==> config.mk <==
export PLATFORM = sky130hd
export DESIGN_NAME = pss_top
export DESIGN_NICKNAME = d
export VERILOG_FILES = /design/src/include/pss_pkg.sv /design/src/hdl/pss_top.sv /design/src/hdl/pss_divider.sv
export SDC_FILE = /design/constraint.sdc
export NUM_CORES = 2
export LEC_CHECK = 0
export BUFFER_PORTS_ARGS = -buffer_cell sky130_fd_sc_hd__buf_2
export CORE_AREA = 2 2 262 264
export CTS_BUF_LIST = sky130_fd_sc_hd__clkbuf_4 sky130_fd_sc_hd__clkbuf_8
export CTS_CLUSTER_SIZE = 20
export DETAILED_ROUTE_END_ITERATION = 10
export DIE_AREA = 0 0 264 266
export PLACE_DENSITY = 0.83
export SLEW_MARGIN = 20
export SYNTH_ARGS = -nofsm -noshare
export SYNTH_HDL_FRONTEND = slang
export SYNTH_SLANG_ARGS = --single-unit
==> constraint.sdc <==
create_clock -name mclk -period 43.5 [get_ports mclk]
set_input_delay 6.525 -clock mclk [delete_from_list [all_inputs] [get_ports mclk]]
set_output_delay 6.525 -clock mclk [all_outputs]
set_load 0.05 [all_outputs]
==> src/include/pss_pkg.sv <==
package pss_pkg;

  // clock and lock timing
  localparam int unsigned CLK_HZ = 25_000_000;
  localparam int unsigned LOCK_TIME_US = 100;
  localparam int unsigned LOCK_WAIT_CYC = (LOCK_TIME_US * (CLK_HZ / 1_000_000));

  // argument ranges in kHz, plus the PLL ceiling, system divider limit and highest mode code
  localparam logic [31:0] FIN_MIN_KHZ = 32'h0000_2710;
  localparam logic [31:0] FIN_MAX_KHZ = 32'h0000_61a8;
  localparam logic [31:0] TGT_MIN_KHZ = 32'h0000_0001;
  localparam logic [31:0] TGT_MAX_KHZ = 32'h0000_c350;
  localparam logic [23:0] PLL_MAX_KHZ = 24'h00_c350;
  localparam logic [23:0] SYS_DIV_MAX = 24'h00_00ff;
  localparam logic [31:0] MODE_MAX = 32'h0000_0003;

  typedef enum logic [1:0] {
    match_exact = 2'b00,
    match_at_most = 2'b01,
    match_at_least = 2'b10,
    match_closest = 2'b11
  } pss_mode_e;

  typedef enum logic [2:0] {
    result_success = 3'b000,
    result_bad_frequency = 3'b001,
    result_bad_mode = 3'b010,
    result_no_solution = 3'b011,
    result_lock_failed = 3'b100
  } pss_result_e;

  typedef struct packed {
    logic [31:0] arg_input_freq_khz;
    logic [31:0] arg_target_freq_khz;
    logic [31:0] arg_match_mode;
    logic [31:0] arg_lock_poll_limit;
  } pss_req_s;

  // pll_divider_control fields plus system_clock_divider and main clock select
  typedef struct packed {
    logic [5:0] pll_fb_mult;
    logic [3:0] pll_post_div;
    logic [7:0] system_clock_divider;
    logic main_sel_pll;
  } pss_cfg_s;

  localparam pss_cfg_s CFG_RESET = '{
    pll_fb_mult: 6'h01,
    pll_post_div: 4'h1,
    system_clock_divider: 8'h01,
    main_sel_pll: 1'b0
  };

endpackage

==> src/hdl/pss_top.sv <==
// Overview of operation
// RULE_01 - bypass PLL when division alone suffices
// RULE_02 - requester pre-selects PLL input, divider one
// RULE_03 - apply found settings, switch to PLL
// RULE_04 - return achieved system frequency in kHz
// RULE_05 - mode codes: exact, at-most, at-least, closest
// RULE_06 - result codes zero through four
// RULE_07 - PLL output never above maximum
// RULE_08 - reject input frequency out of range
// RULE_09 - reject target frequency out of range
// RULE_10 - bad frequency: no change, echo input
// RULE_11 - exact match always preferred first
// RULE_12 - exact mode succeeds only on equality
// RULE_13 - at-most mode never exceeds target
// RULE_14 - at-least mode never below target
// RULE_15 - closest mode minimises distance to target
// RULE_16 - bad mode: code, no change, echo
// RULE_17 - no solution: code, no change, echo
// RULE_18 - divider over maximum means bad frequency
// RULE_19 - zero poll limit waits forever
// RULE_20 - poll limit exhausted: lock failure, restore
// RULE_21 - PLL locks within bounded microseconds
// RULE_22 - requester sizes poll limit from frequency
// RULE_23 - start strobe with stable args, done pulse
`timescale 1ns/100ps
`default_nettype none
module pss_top
  import pss_pkg::*;
#(
  parameter int unsigned M_MAX = 32,
  parameter logic [31:0] CCO_MIN_KHZ = 32'h0002_49f0
) (
  input wire logic mclk,
  input wire logic sys_rst,
  input wire logic clk_en,
  input wire logic start,
  input wire pss_req_s req,
  input wire logic pll_lock,
  output var pss_cfg_s cfg,
  output logic busy,
  output logic done,
  output logic [2:0] out_result_code,
  output logic [31:0] out_system_freq_khz
);
  typedef enum logic [2:0] {
    st_idle = 3'b000,
    st_check = 3'b001,
    st_search = 3'b010,
    st_divide = 3'b011,
    st_lock = 3'b100,
    st_finish = 3'b101
  } pss_state_e;

  pss_state_e state_q;
  pss_req_s req_q;
  pss_cfg_s cfg_q;
  pss_cfg_s cfg_old_q;
  logic busy_q;
  logic done_q;
  logic [2:0] code_q;
  logic [2:0] res_q;
  logic [31:0] freq_q;
  logic [5:0] m_q;
  logic [7:0] d_q;
  logic found_q;
  logic [5:0] best_m_q;
  logic [7:0] best_d_q;
  logic [23:0] best_err_q;
  logic [31:0] poll_q;
  logic div_start_q;
  logic div_done;
  logic [23:0] div_quot;

  logic [15:0] fin;
  logic [15:0] tgt;
  logic [1:0] mode;
  logic [31:0] limit;
  logic [23:0] fout;
  logic [23:0] prod;
  logic [23:0] err;
  logic [23:0] best_fout;
  logic qualify;
  logic better;
  logic search_end;
  logic bad_freq;
  logic bad_mode;
  logic poll_out;

  assign fin = req_q.arg_input_freq_khz[15:0];
  assign tgt = req_q.arg_target_freq_khz[15:0];
  assign mode = req_q.arg_match_mode[1:0];
  assign limit = req_q.arg_lock_poll_limit;

  // RULE_08 RULE_09 RULE_18 range and divider checks
  assign bad_freq = (req_q.arg_input_freq_khz < FIN_MIN_KHZ)
                 || (req_q.arg_input_freq_khz > FIN_MAX_KHZ)
                 || (req_q.arg_target_freq_khz < TGT_MIN_KHZ)
                 || (req_q.arg_target_freq_khz > TGT_MAX_KHZ)
                 || (24'(fin) > 24'(tgt) * SYS_DIV_MAX);
  // RULE_05 RULE_16 mode encoding check
  assign bad_mode = (req_q.arg_match_mode > MODE_MAX);

  // candidate fin*m/d is scored by |fin*m - tgt*d| / d, compared by cross products
  assign fout = 24'(fin) * 24'(m_q);
  assign prod = 24'(tgt) * 24'(d_q);
  assign err = (fout >= prod) ? (fout - prod) : (prod - fout);
  assign best_fout = 24'(fin) * 24'(best_m_q);
  // RULE_07 PLL output ceiling
  assign search_end = (m_q > 6'(M_MAX)) || (fout > PLL_MAX_KHZ);
  // RULE_11 exact scores zero, wins
  assign better = !found_q
               || ((32'(err) * 32'(best_d_q)) < (32'(best_err_q) * 32'(d_q)));
  // RULE_19 RULE_20 poll exhaustion
  assign poll_out = !pll_lock && (limit != 32'h0) && (poll_q == limit - 32'h1);

  always_comb begin
    unique case (pss_mode_e'(mode))
      // RULE_12 equality only
      match_exact: qualify = (err == 24'h0);
      // RULE_13 never above target
      match_at_most: qualify = (fout <= prod);
      // RULE_14 never below target
      match_at_least: qualify = (fout >= prod);
      // RULE_15 any, ranked by distance
      match_closest: qualify = 1'b1;
    endcase
  end

  // smallest post divider whose oscillator stays above its floor
  function automatic logic [3:0] pick_post_div(input logic [23:0] f);
    logic [3:0] p;
    p = 4'h8;
    for (int i = 3; i >= 0; i--) begin
      if ((32'(f) << (i + 1)) >= CCO_MIN_KHZ) p = 4'(1 << i);
    end
    return p;
  endfunction

  pss_divider #(
    .NW(24),
    .DW(8)
  ) u_div (
    .mclk(mclk),
    .sys_rst(sys_rst),
    .clk_en(clk_en),
    .start(div_start_q),
    .num(best_fout),
    .den(best_d_q),
    .done(div_done),
    .quot(div_quot)
  );

  // sequencing
  always_ff @(posedge mclk) begin
    if (sys_rst) begin
      state_q <= st_idle;
    end else if (clk_en) begin
      unique case (state_q)
        st_idle: if (start) state_q <= st_check;
        st_check: state_q <= (bad_freq || bad_mode) ? st_finish : st_search;
        st_search: if (search_end) state_q <= found_q ? st_divide : st_finish;
        st_divide: if (div_done) state_q <= (best_m_q == 6'h01) ? st_finish : st_lock;
        st_lock: if (pll_lock || poll_out) state_q <= st_finish;
        st_finish: state_q <= st_idle;
        default: state_q <= st_idle;
      endcase
    end
  end

  // RULE_23 arguments caught at the strobe
  always_ff @(posedge mclk) begin
    if (sys_rst) begin
      req_q <= '0;
      busy_q <= 1'b0;
    end else if (clk_en) begin
      if (state_q == st_idle && start) begin
        req_q <= req;
        busy_q <= 1'b1;
      end else if (state_q == st_finish) begin
        busy_q <= 1'b0;
      end
    end
  end

  // search walks d fastest, m ascending; strict improvement keeps the lowest m
  always_ff @(posedge mclk) begin
    if (sys_rst) begin
      m_q <= 6'h01;
      d_q <= 8'h01;
      found_q <= 1'b0;
      best_m_q <= 6'h01;
      best_d_q <= 8'h01;
      best_err_q <= 24'h0;
      div_start_q <= 1'b0;
    end else if (clk_en) begin
      div_start_q <= 1'b0;
      if (state_q == st_check) begin
        m_q <= 6'h01;
        d_q <= 8'h01;
        found_q <= 1'b0;
      end else if (state_q == st_search) begin
        if (search_end) begin
          div_start_q <= found_q;
        end else begin
          if (qualify && better) begin
            found_q <= 1'b1;
            best_m_q <= m_q;
            best_d_q <= d_q;
            best_err_q <= err;
          end
          if (d_q == 8'hff) begin
            d_q <= 8'h01;
            m_q <= m_q + 6'h01;
          end else begin
            d_q <= d_q + 8'h01;
          end
        end
      end
    end
  end

  // clock settings; bypass sets system divider and select at once, the PLL path changes them only once lock is seen
  always_ff @(posedge mclk) begin
    if (sys_rst) begin
      cfg_q <= CFG_RESET;
      cfg_old_q <= CFG_RESET;
    end else if (clk_en) begin
      if (state_q == st_check) begin
        cfg_old_q <= cfg_q;
      end else if (state_q == st_divide && div_done) begin
        if (best_m_q == 6'h01) begin
          // RULE_01 division only, bypass
          cfg_q.system_clock_divider <= best_d_q;
          cfg_q.main_sel_pll <= 1'b0;
        end else begin
          // RULE_03 program multiplier, post divider
          cfg_q.pll_fb_mult <= best_m_q;
          cfg_q.pll_post_div <= pick_post_div(best_fout);
        end
      end else if (state_q == st_lock) begin
        if (pll_lock) begin
          // RULE_03 switch main clock
          cfg_q.system_clock_divider <= best_d_q;
          cfg_q.main_sel_pll <= 1'b1;
        end else if (poll_out) begin
          // RULE_20 restore old settings
          cfg_q <= cfg_old_q;
        end
      end
    end
  end

  // RULE_21 lock normally well under LOCK_WAIT_CYC; each cycle is one check
  always_ff @(posedge mclk) begin
    if (sys_rst) begin
      poll_q <= 32'h0;
    end else if (clk_en) begin
      if (state_q == st_check) poll_q <= 32'h0;
      else if (state_q == st_lock && !pll_lock) poll_q <= poll_q + 32'h1;
    end
  end

  // RULE_06 pending result code
  always_ff @(posedge mclk) begin
    if (sys_rst) begin
      res_q <= result_success;
    end else if (clk_en) begin
      if (state_q == st_check) begin
        if (bad_freq) res_q <= result_bad_frequency;
        else if (bad_mode) res_q <= result_bad_mode;
        else res_q <= result_success;
      end else if (state_q == st_search && search_end && !found_q) begin
        // RULE_17 nothing qualifies
        res_q <= result_no_solution;
      end else if (state_q == st_lock && poll_out) begin
        res_q <= result_lock_failed;
      end
    end
  end

  // RULE_04 RULE_10 result words and done pulse
  always_ff @(posedge mclk) begin
    if (sys_rst) begin
      done_q <= 1'b0;
      code_q <= result_success;
      freq_q <= 32'h0;
    end else if (clk_en) begin
      done_q <= (state_q == st_finish);
      if (state_q == st_finish) begin
        code_q <= res_q;
        freq_q <= (res_q == result_success) ? {8'h0, div_quot}
                                            : req_q.arg_input_freq_khz;
      end
    end
  end

  assign cfg = cfg_q;
  assign busy = busy_q;
  assign done = done_q;
  assign out_result_code = code_q;
  assign out_system_freq_khz = freq_q;

  // RULE_10 echo input on failure
  property p_fail_echo;
    @(posedge mclk) disable iff (sys_rst || !clk_en)
    done_q && code_q != result_success |-> freq_q == req_q.arg_input_freq_khz;
  endproperty
  a_fail_echo: assert property (p_fail_echo) else $error("failure did not echo input"); // RULE_10

  // RULE_16 settings kept on failure
  property p_fail_keep;
    @(posedge mclk) disable iff (sys_rst || !clk_en)
    done_q && code_q != result_success |-> cfg_q == cfg_old_q;
  endproperty
  a_fail_keep: assert property (p_fail_keep) else $error("settings changed on failure"); // RULE_16

  // RULE_18 divider limit rejected
  property p_div_limit;
    @(posedge mclk) disable iff (sys_rst || !clk_en)
    state_q == st_check && 24'(fin) > 24'(tgt) * SYS_DIV_MAX
      |-> ##2 (done_q && code_q == result_bad_frequency);
  endproperty
  a_div_limit: assert property (p_div_limit) else $error("divider limit not rejected"); // RULE_18

  // RULE_05 illegal mode code
  property p_bad_mode;
    @(posedge mclk) disable iff (sys_rst || !clk_en)
    state_q == st_check && !bad_freq && req_q.arg_match_mode > MODE_MAX
      |-> ##2 (done_q && code_q == result_bad_mode);
  endproperty
  a_bad_mode: assert property (p_bad_mode) else $error("illegal mode not reported"); // RULE_05

  // RULE_12 exact equals target
  property p_exact;
    @(posedge mclk) disable iff (sys_rst || !clk_en)
    done_q && code_q == result_success && mode == match_exact |-> freq_q == {16'h0, tgt};
  endproperty
  a_exact: assert property (p_exact) else $error("exact mode result differs"); // RULE_12

  // RULE_13 at-most bound
  property p_at_most;
    @(posedge mclk) disable iff (sys_rst || !clk_en)
    done_q && code_q == result_success && mode == match_at_most |-> freq_q <= {16'h0, tgt};
  endproperty
  a_at_most: assert property (p_at_most) else $error("at-most result above target"); // RULE_13

  // RULE_14 at-least bound
  property p_at_least;
    @(posedge mclk) disable iff (sys_rst || !clk_en)
    done_q && code_q == result_success && mode == match_at_least
      |-> 32'(best_fout) >= 32'(tgt) * 32'(cfg_q.system_clock_divider);
  endproperty
  a_at_least: assert property (p_at_least) else $error("at-least result below target"); // RULE_14

  // RULE_07 PLL output ceiling
  property p_pll_max;
    @(posedge mclk) disable iff (sys_rst || !clk_en)
    done_q && code_q == result_success && cfg_q.main_sel_pll
      |-> 24'(fin) * 24'(cfg_q.pll_fb_mult) <= PLL_MAX_KHZ;
  endproperty
  a_pll_max: assert property (p_pll_max) else $error("PLL output above maximum"); // RULE_07

  // RULE_01 bypass when multiplier one
  property p_bypass;
    @(posedge mclk) disable iff (sys_rst || !clk_en)
    done_q && code_q == result_success |-> cfg_q.main_sel_pll == (best_m_q != 6'h01);
  endproperty
  a_bypass: assert property (p_bypass) else $error("bypass choice wrong"); // RULE_01

  // RULE_19 endless wait
  property p_wait_forever;
    @(posedge mclk) disable iff (sys_rst || !clk_en)
    state_q == st_lock && limit == 32'h0 && !pll_lock |=> state_q == st_lock;
  endproperty
  a_wait_forever: assert property (p_wait_forever) else $error("zero limit gave up"); // RULE_19

  // RULE_20 lock failure reported
  property p_lock_fail;
    @(posedge mclk) disable iff (sys_rst || !clk_en)
    state_q == st_lock && poll_out |-> ##2 (done_q && code_q == result_lock_failed);
  endproperty
  a_lock_fail: assert property (p_lock_fail) else $error("lock failure not reported"); // RULE_20

  // RULE_23 single-cycle done
  property p_done_pulse;
    @(posedge mclk) disable iff (sys_rst || !clk_en)
    done_q |=> !done_q;
  endproperty
  a_done_pulse: assert property (p_done_pulse) else $error("done longer than one cycle"); // RULE_23
endmodule // pss_top
`default_nettype wire

==> src/hdl/pss_divider.sv <==
`timescale 1ns/100ps
`default_nettype none
module pss_divider #(
  parameter int unsigned NW = 24,
  parameter int unsigned DW = 8
) (
  input wire logic mclk,
  input wire logic sys_rst,
  input wire logic clk_en,
  input wire logic start,
  input wire logic [NW-1:0] num,
  input wire logic [DW-1:0] den,
  output logic done,
  output logic [NW-1:0] quot
);
  localparam int unsigned CW = $clog2(NW + 1);

  logic [DW:0] rem_q;
  logic [NW-1:0] quot_q;
  logic [CW-1:0] cnt_q;
  logic done_q;
  logic [DW:0] shifted;
  logic take;

  // remainder stays below den, so DW+1 bits hold the shifted value
  assign shifted = {rem_q[DW-1:0], quot_q[NW-1]};
  assign take = (shifted >= {1'b0, den});

  always_ff @(posedge mclk) begin
    if (sys_rst) begin
      rem_q <= '0;
      quot_q <= '0;
      cnt_q <= '0;
      done_q <= 1'b0;
    end else if (clk_en) begin
      done_q <= 1'b0;
      if (start) begin
        rem_q <= '0;
        quot_q <= num;
        cnt_q <= CW'(NW);
      end else if (cnt_q != '0) begin
        rem_q <= take ? (shifted - {1'b0, den}) : shifted;
        quot_q <= {quot_q[NW-2:0], take};
        cnt_q <= cnt_q - 1'b1;
        done_q <= (cnt_q == CW'(1));
      end
    end
  end

  assign done = done_q;
  assign quot = quot_q;
endmodule // pss_divider
`default_nettype wire

==> out/metrics.cfg <==
[power]
clkPwrFrac = 0.235
seqPwrFrac = 0.260
vdd_drop_max_uv = 31.3
comb_power_share = 0.505
switching_share = 0.442
power.switching_uw = 602
p_leak_uw = 0.0224
power_density_mw_per_mm2 = 29.5
intPower_uw = 761

[worst_setup_path]
r2r_slack_ps = 26110
cp_num_buf_inv = 8
critical_path_arrival_ps = 17960
required_ps = 44080
crit_fanout = 30
critPathSlowestCell = nor3_2
path_common_cell = fa_1
worst_setup_path_start_kind = flip-flop
cpLargestDelayFamily = adder cells
worstSetupPathType = flip-flop to flip-flop
end_kind = flip-flop
critPathMaxStageDelay_ps = 770

[sta]
setup_viol = 0
fin_setup_tns_ps = 0
period_minus_slack_ps = 17390
finalHoldViolCount = 0
slew_viol_final = 0
rsz0062_at_grt = false
fmax_mhz = 57.5
min_period_over_period = 0.400
skew_ps = 66.2
slew-limit-headroom = 0.296
worst_pin_slew_ps = 1050

[floorplan]
start_util = 0.642
dieWidth_um = 264
dieHeight_um = 266
pin_count = 189
die_area_sq_mm = 0.0702
rows = 96
core_area_sq_mm = 0.0677

[drt]
via_per_inst = 5.98
drc = 0
antenna_left = 0
wl_mm = 120
vias = 37400
drt_iter0_drc = 2567
drt-pass1-iter-count = 8
wl_per_cell_um = 19.2

[synthesis]
yosysMostFrequentCell = nand2_1
ys_seq_elements = 333
synth_fp_nets = 6338
synth-async-reset-ratio = 0
synth_edf_count = 0
synth_top_area_frac = 0.246
syn_avg_cell_area_sq_um = 8.21
syn_inst = 5298
netlist_top_cells_area = fa_1 (25%), dfxtp_1 (15%), ha_1 (11%)
synth.cell_area_sq_mm = 0.0435
yosysSeqAreaShare = 0.153
synth_top_area_cell = fa_1
synth_top_cells_by_count = nand2_1 (745), inv_1 (707), fa_1 (535)
ys_warn_count = 0
synthFlopType = dfxtp_1
synth.distinct_cells = 96

[layout]
regArea_sq_mm = 0.00667
post-route-util = 0.682
layout-drive-gt1-share = 0.0758
nets = 6369
area_growth_pct = 6.21
fillCellCount = 5514
multiInputGateArea_sq_mm = 0.0331

[global_routing]
grt_max_degree = 143
grt_overflow = 0
grt_pass1_wl_mm = 195
grt_usage = 0.344
antenna_found_initial = 6
grt_pass1_vias = 38000

[place]
dp_hpwl_mm = 94.1
place_congestion = 1.03
portBuffers = 188

[clock_network]
cts_tree = done
cts_root_buf = clkbuf_8
cts_buffers = 57
ctsHoldBuffers = 0
path_clk_slew_ps = 90
clock_latency_ps = 710
numClockSinks = 333
post_cts_buffers = 0
cts_buffer_depth = 3
cts_resized = 0
htree_levels = 2

[outcome]
outcome = completed

[run]
cap_violations = 0

[hold_path]
min_path_type = flip-flop to flip-flop

==> cell families (layout without fill, tap and decap cells) <==
group | Yosys count | in the layout | share of synthesized area
simple gates | 1889 | 1889 | 0.209
compound gates | 906 | 906 | 0.138
flops | 333 | 333 | 0.153
buf+inv | 975 | 1047 | 0.0854
mux | 88 | 88 | 0.0205
fa+ha+maj | 907 | 907 | 0.353
other cells | 0 | 2 | 0
xor+xnor | 200 | 200 | 0.0403
==> power by group through the flow <==
stage	clock network (uW)	registers (uW)	logic, uW
after floorplan	0	349	477
after global placement	0	358	656
after detailed placement	0	360	670
after CTS	323	353	675
after global routing	337	357	755
final	320	354	689
==> worst min-delay path, cell delays in order, from the launching register on <==
cell     delay [ps]
dfxtp_1         300
nand2_1          50
a21oi_1          50
==> layer usage <==
layer,up-vias,part of all wire,global-route usage
met5,-,0.00035,0
met4,8,0.060,0.186
met3,400,0.071,0.0600
met2,1480,0.48,0.591
met1,18100,0.39,0.412
li1,17400,-,-
==> cell type report <==
class,count,area share
flip-flops and latches,333,0.144
repair buffers,239,0.0288
clock inverters,13,0.00385
well taps,882,0.0239
multi-input cells,3990,0.718
diodes,2,0.000108
inverters,708,0.0575
clock buffers,87,0.0238
==> metrics by stage <==
step	cells	worst slack [ps]	total power, uW	instance area [sq um]	hold WS [ps]
2_1_floorplan	5298	29270	826	43500	431
3_3_place_gp	6151	26880	1010	44900	440
3_5_place_dp	6152	26470	1030	44900	446
4_1_cts	6252	26440	1350	46200	454
5_1_grt	6252	25230	1450	46200	467
6_report	6254	26110	1360	46200	451
==> cell usage in the layout (no fill, tap or decap), types with 14 or more instances in the layout <==
cell type  instances
a2111oi_0         14
a211oi_1          97
a21o_1            87
a21oi_1          336
a22oi_1           16
a31oi_1           18
and2_1           313
and3_1            41
buf_2            188
buf_4             50
clkbuf_4          16
clkbuf_8          71
dfxtp_1          333
fa_1             535
ha_1             372
inv_1            707
mux2i_1           79
nand2_1          745
nand2b_1          68
nand3_1           60
nand4_1           41
nor2_1           330
nor2b_1           52
nor3_1            88
nor3b_1           14
nor4_1            32
o211ai_1          19
o21a_1            35
o21ai_0           98
o21bai_1          16
or3_1             27
xnor2_1          109
xor2_1            91
==> state kept, by name, indices dropped and copies added, names as in the netlist, 2 cells and up <==
name	count
best_d_q	8
best_err_q	24
best_m_q	6
cfg	19
cfg_old_q	19
d_q	8
fin	16
limit	32
m_q	6
mode	2
out_result_code	3
out_system_freq_khz	32
poll_q	32
req_q	78
res_q	3
state_q	3
u_div.cnt_q	5
u_div.quot	24
u_div.rem_q	8
==> final timing paths <==
kind / startpoint / cells past startpoint / endpoint
min reg2reg: req_q[43] / 2 / req_q[43]
max reg2reg: d_q[4] / 61 / best_m_q[0]
min: req_q[43] / 2 / req_q[43]
max: d_q[4] / 61 / best_m_q[0]
Note: power is estimated with default switching activity, not from simulation.
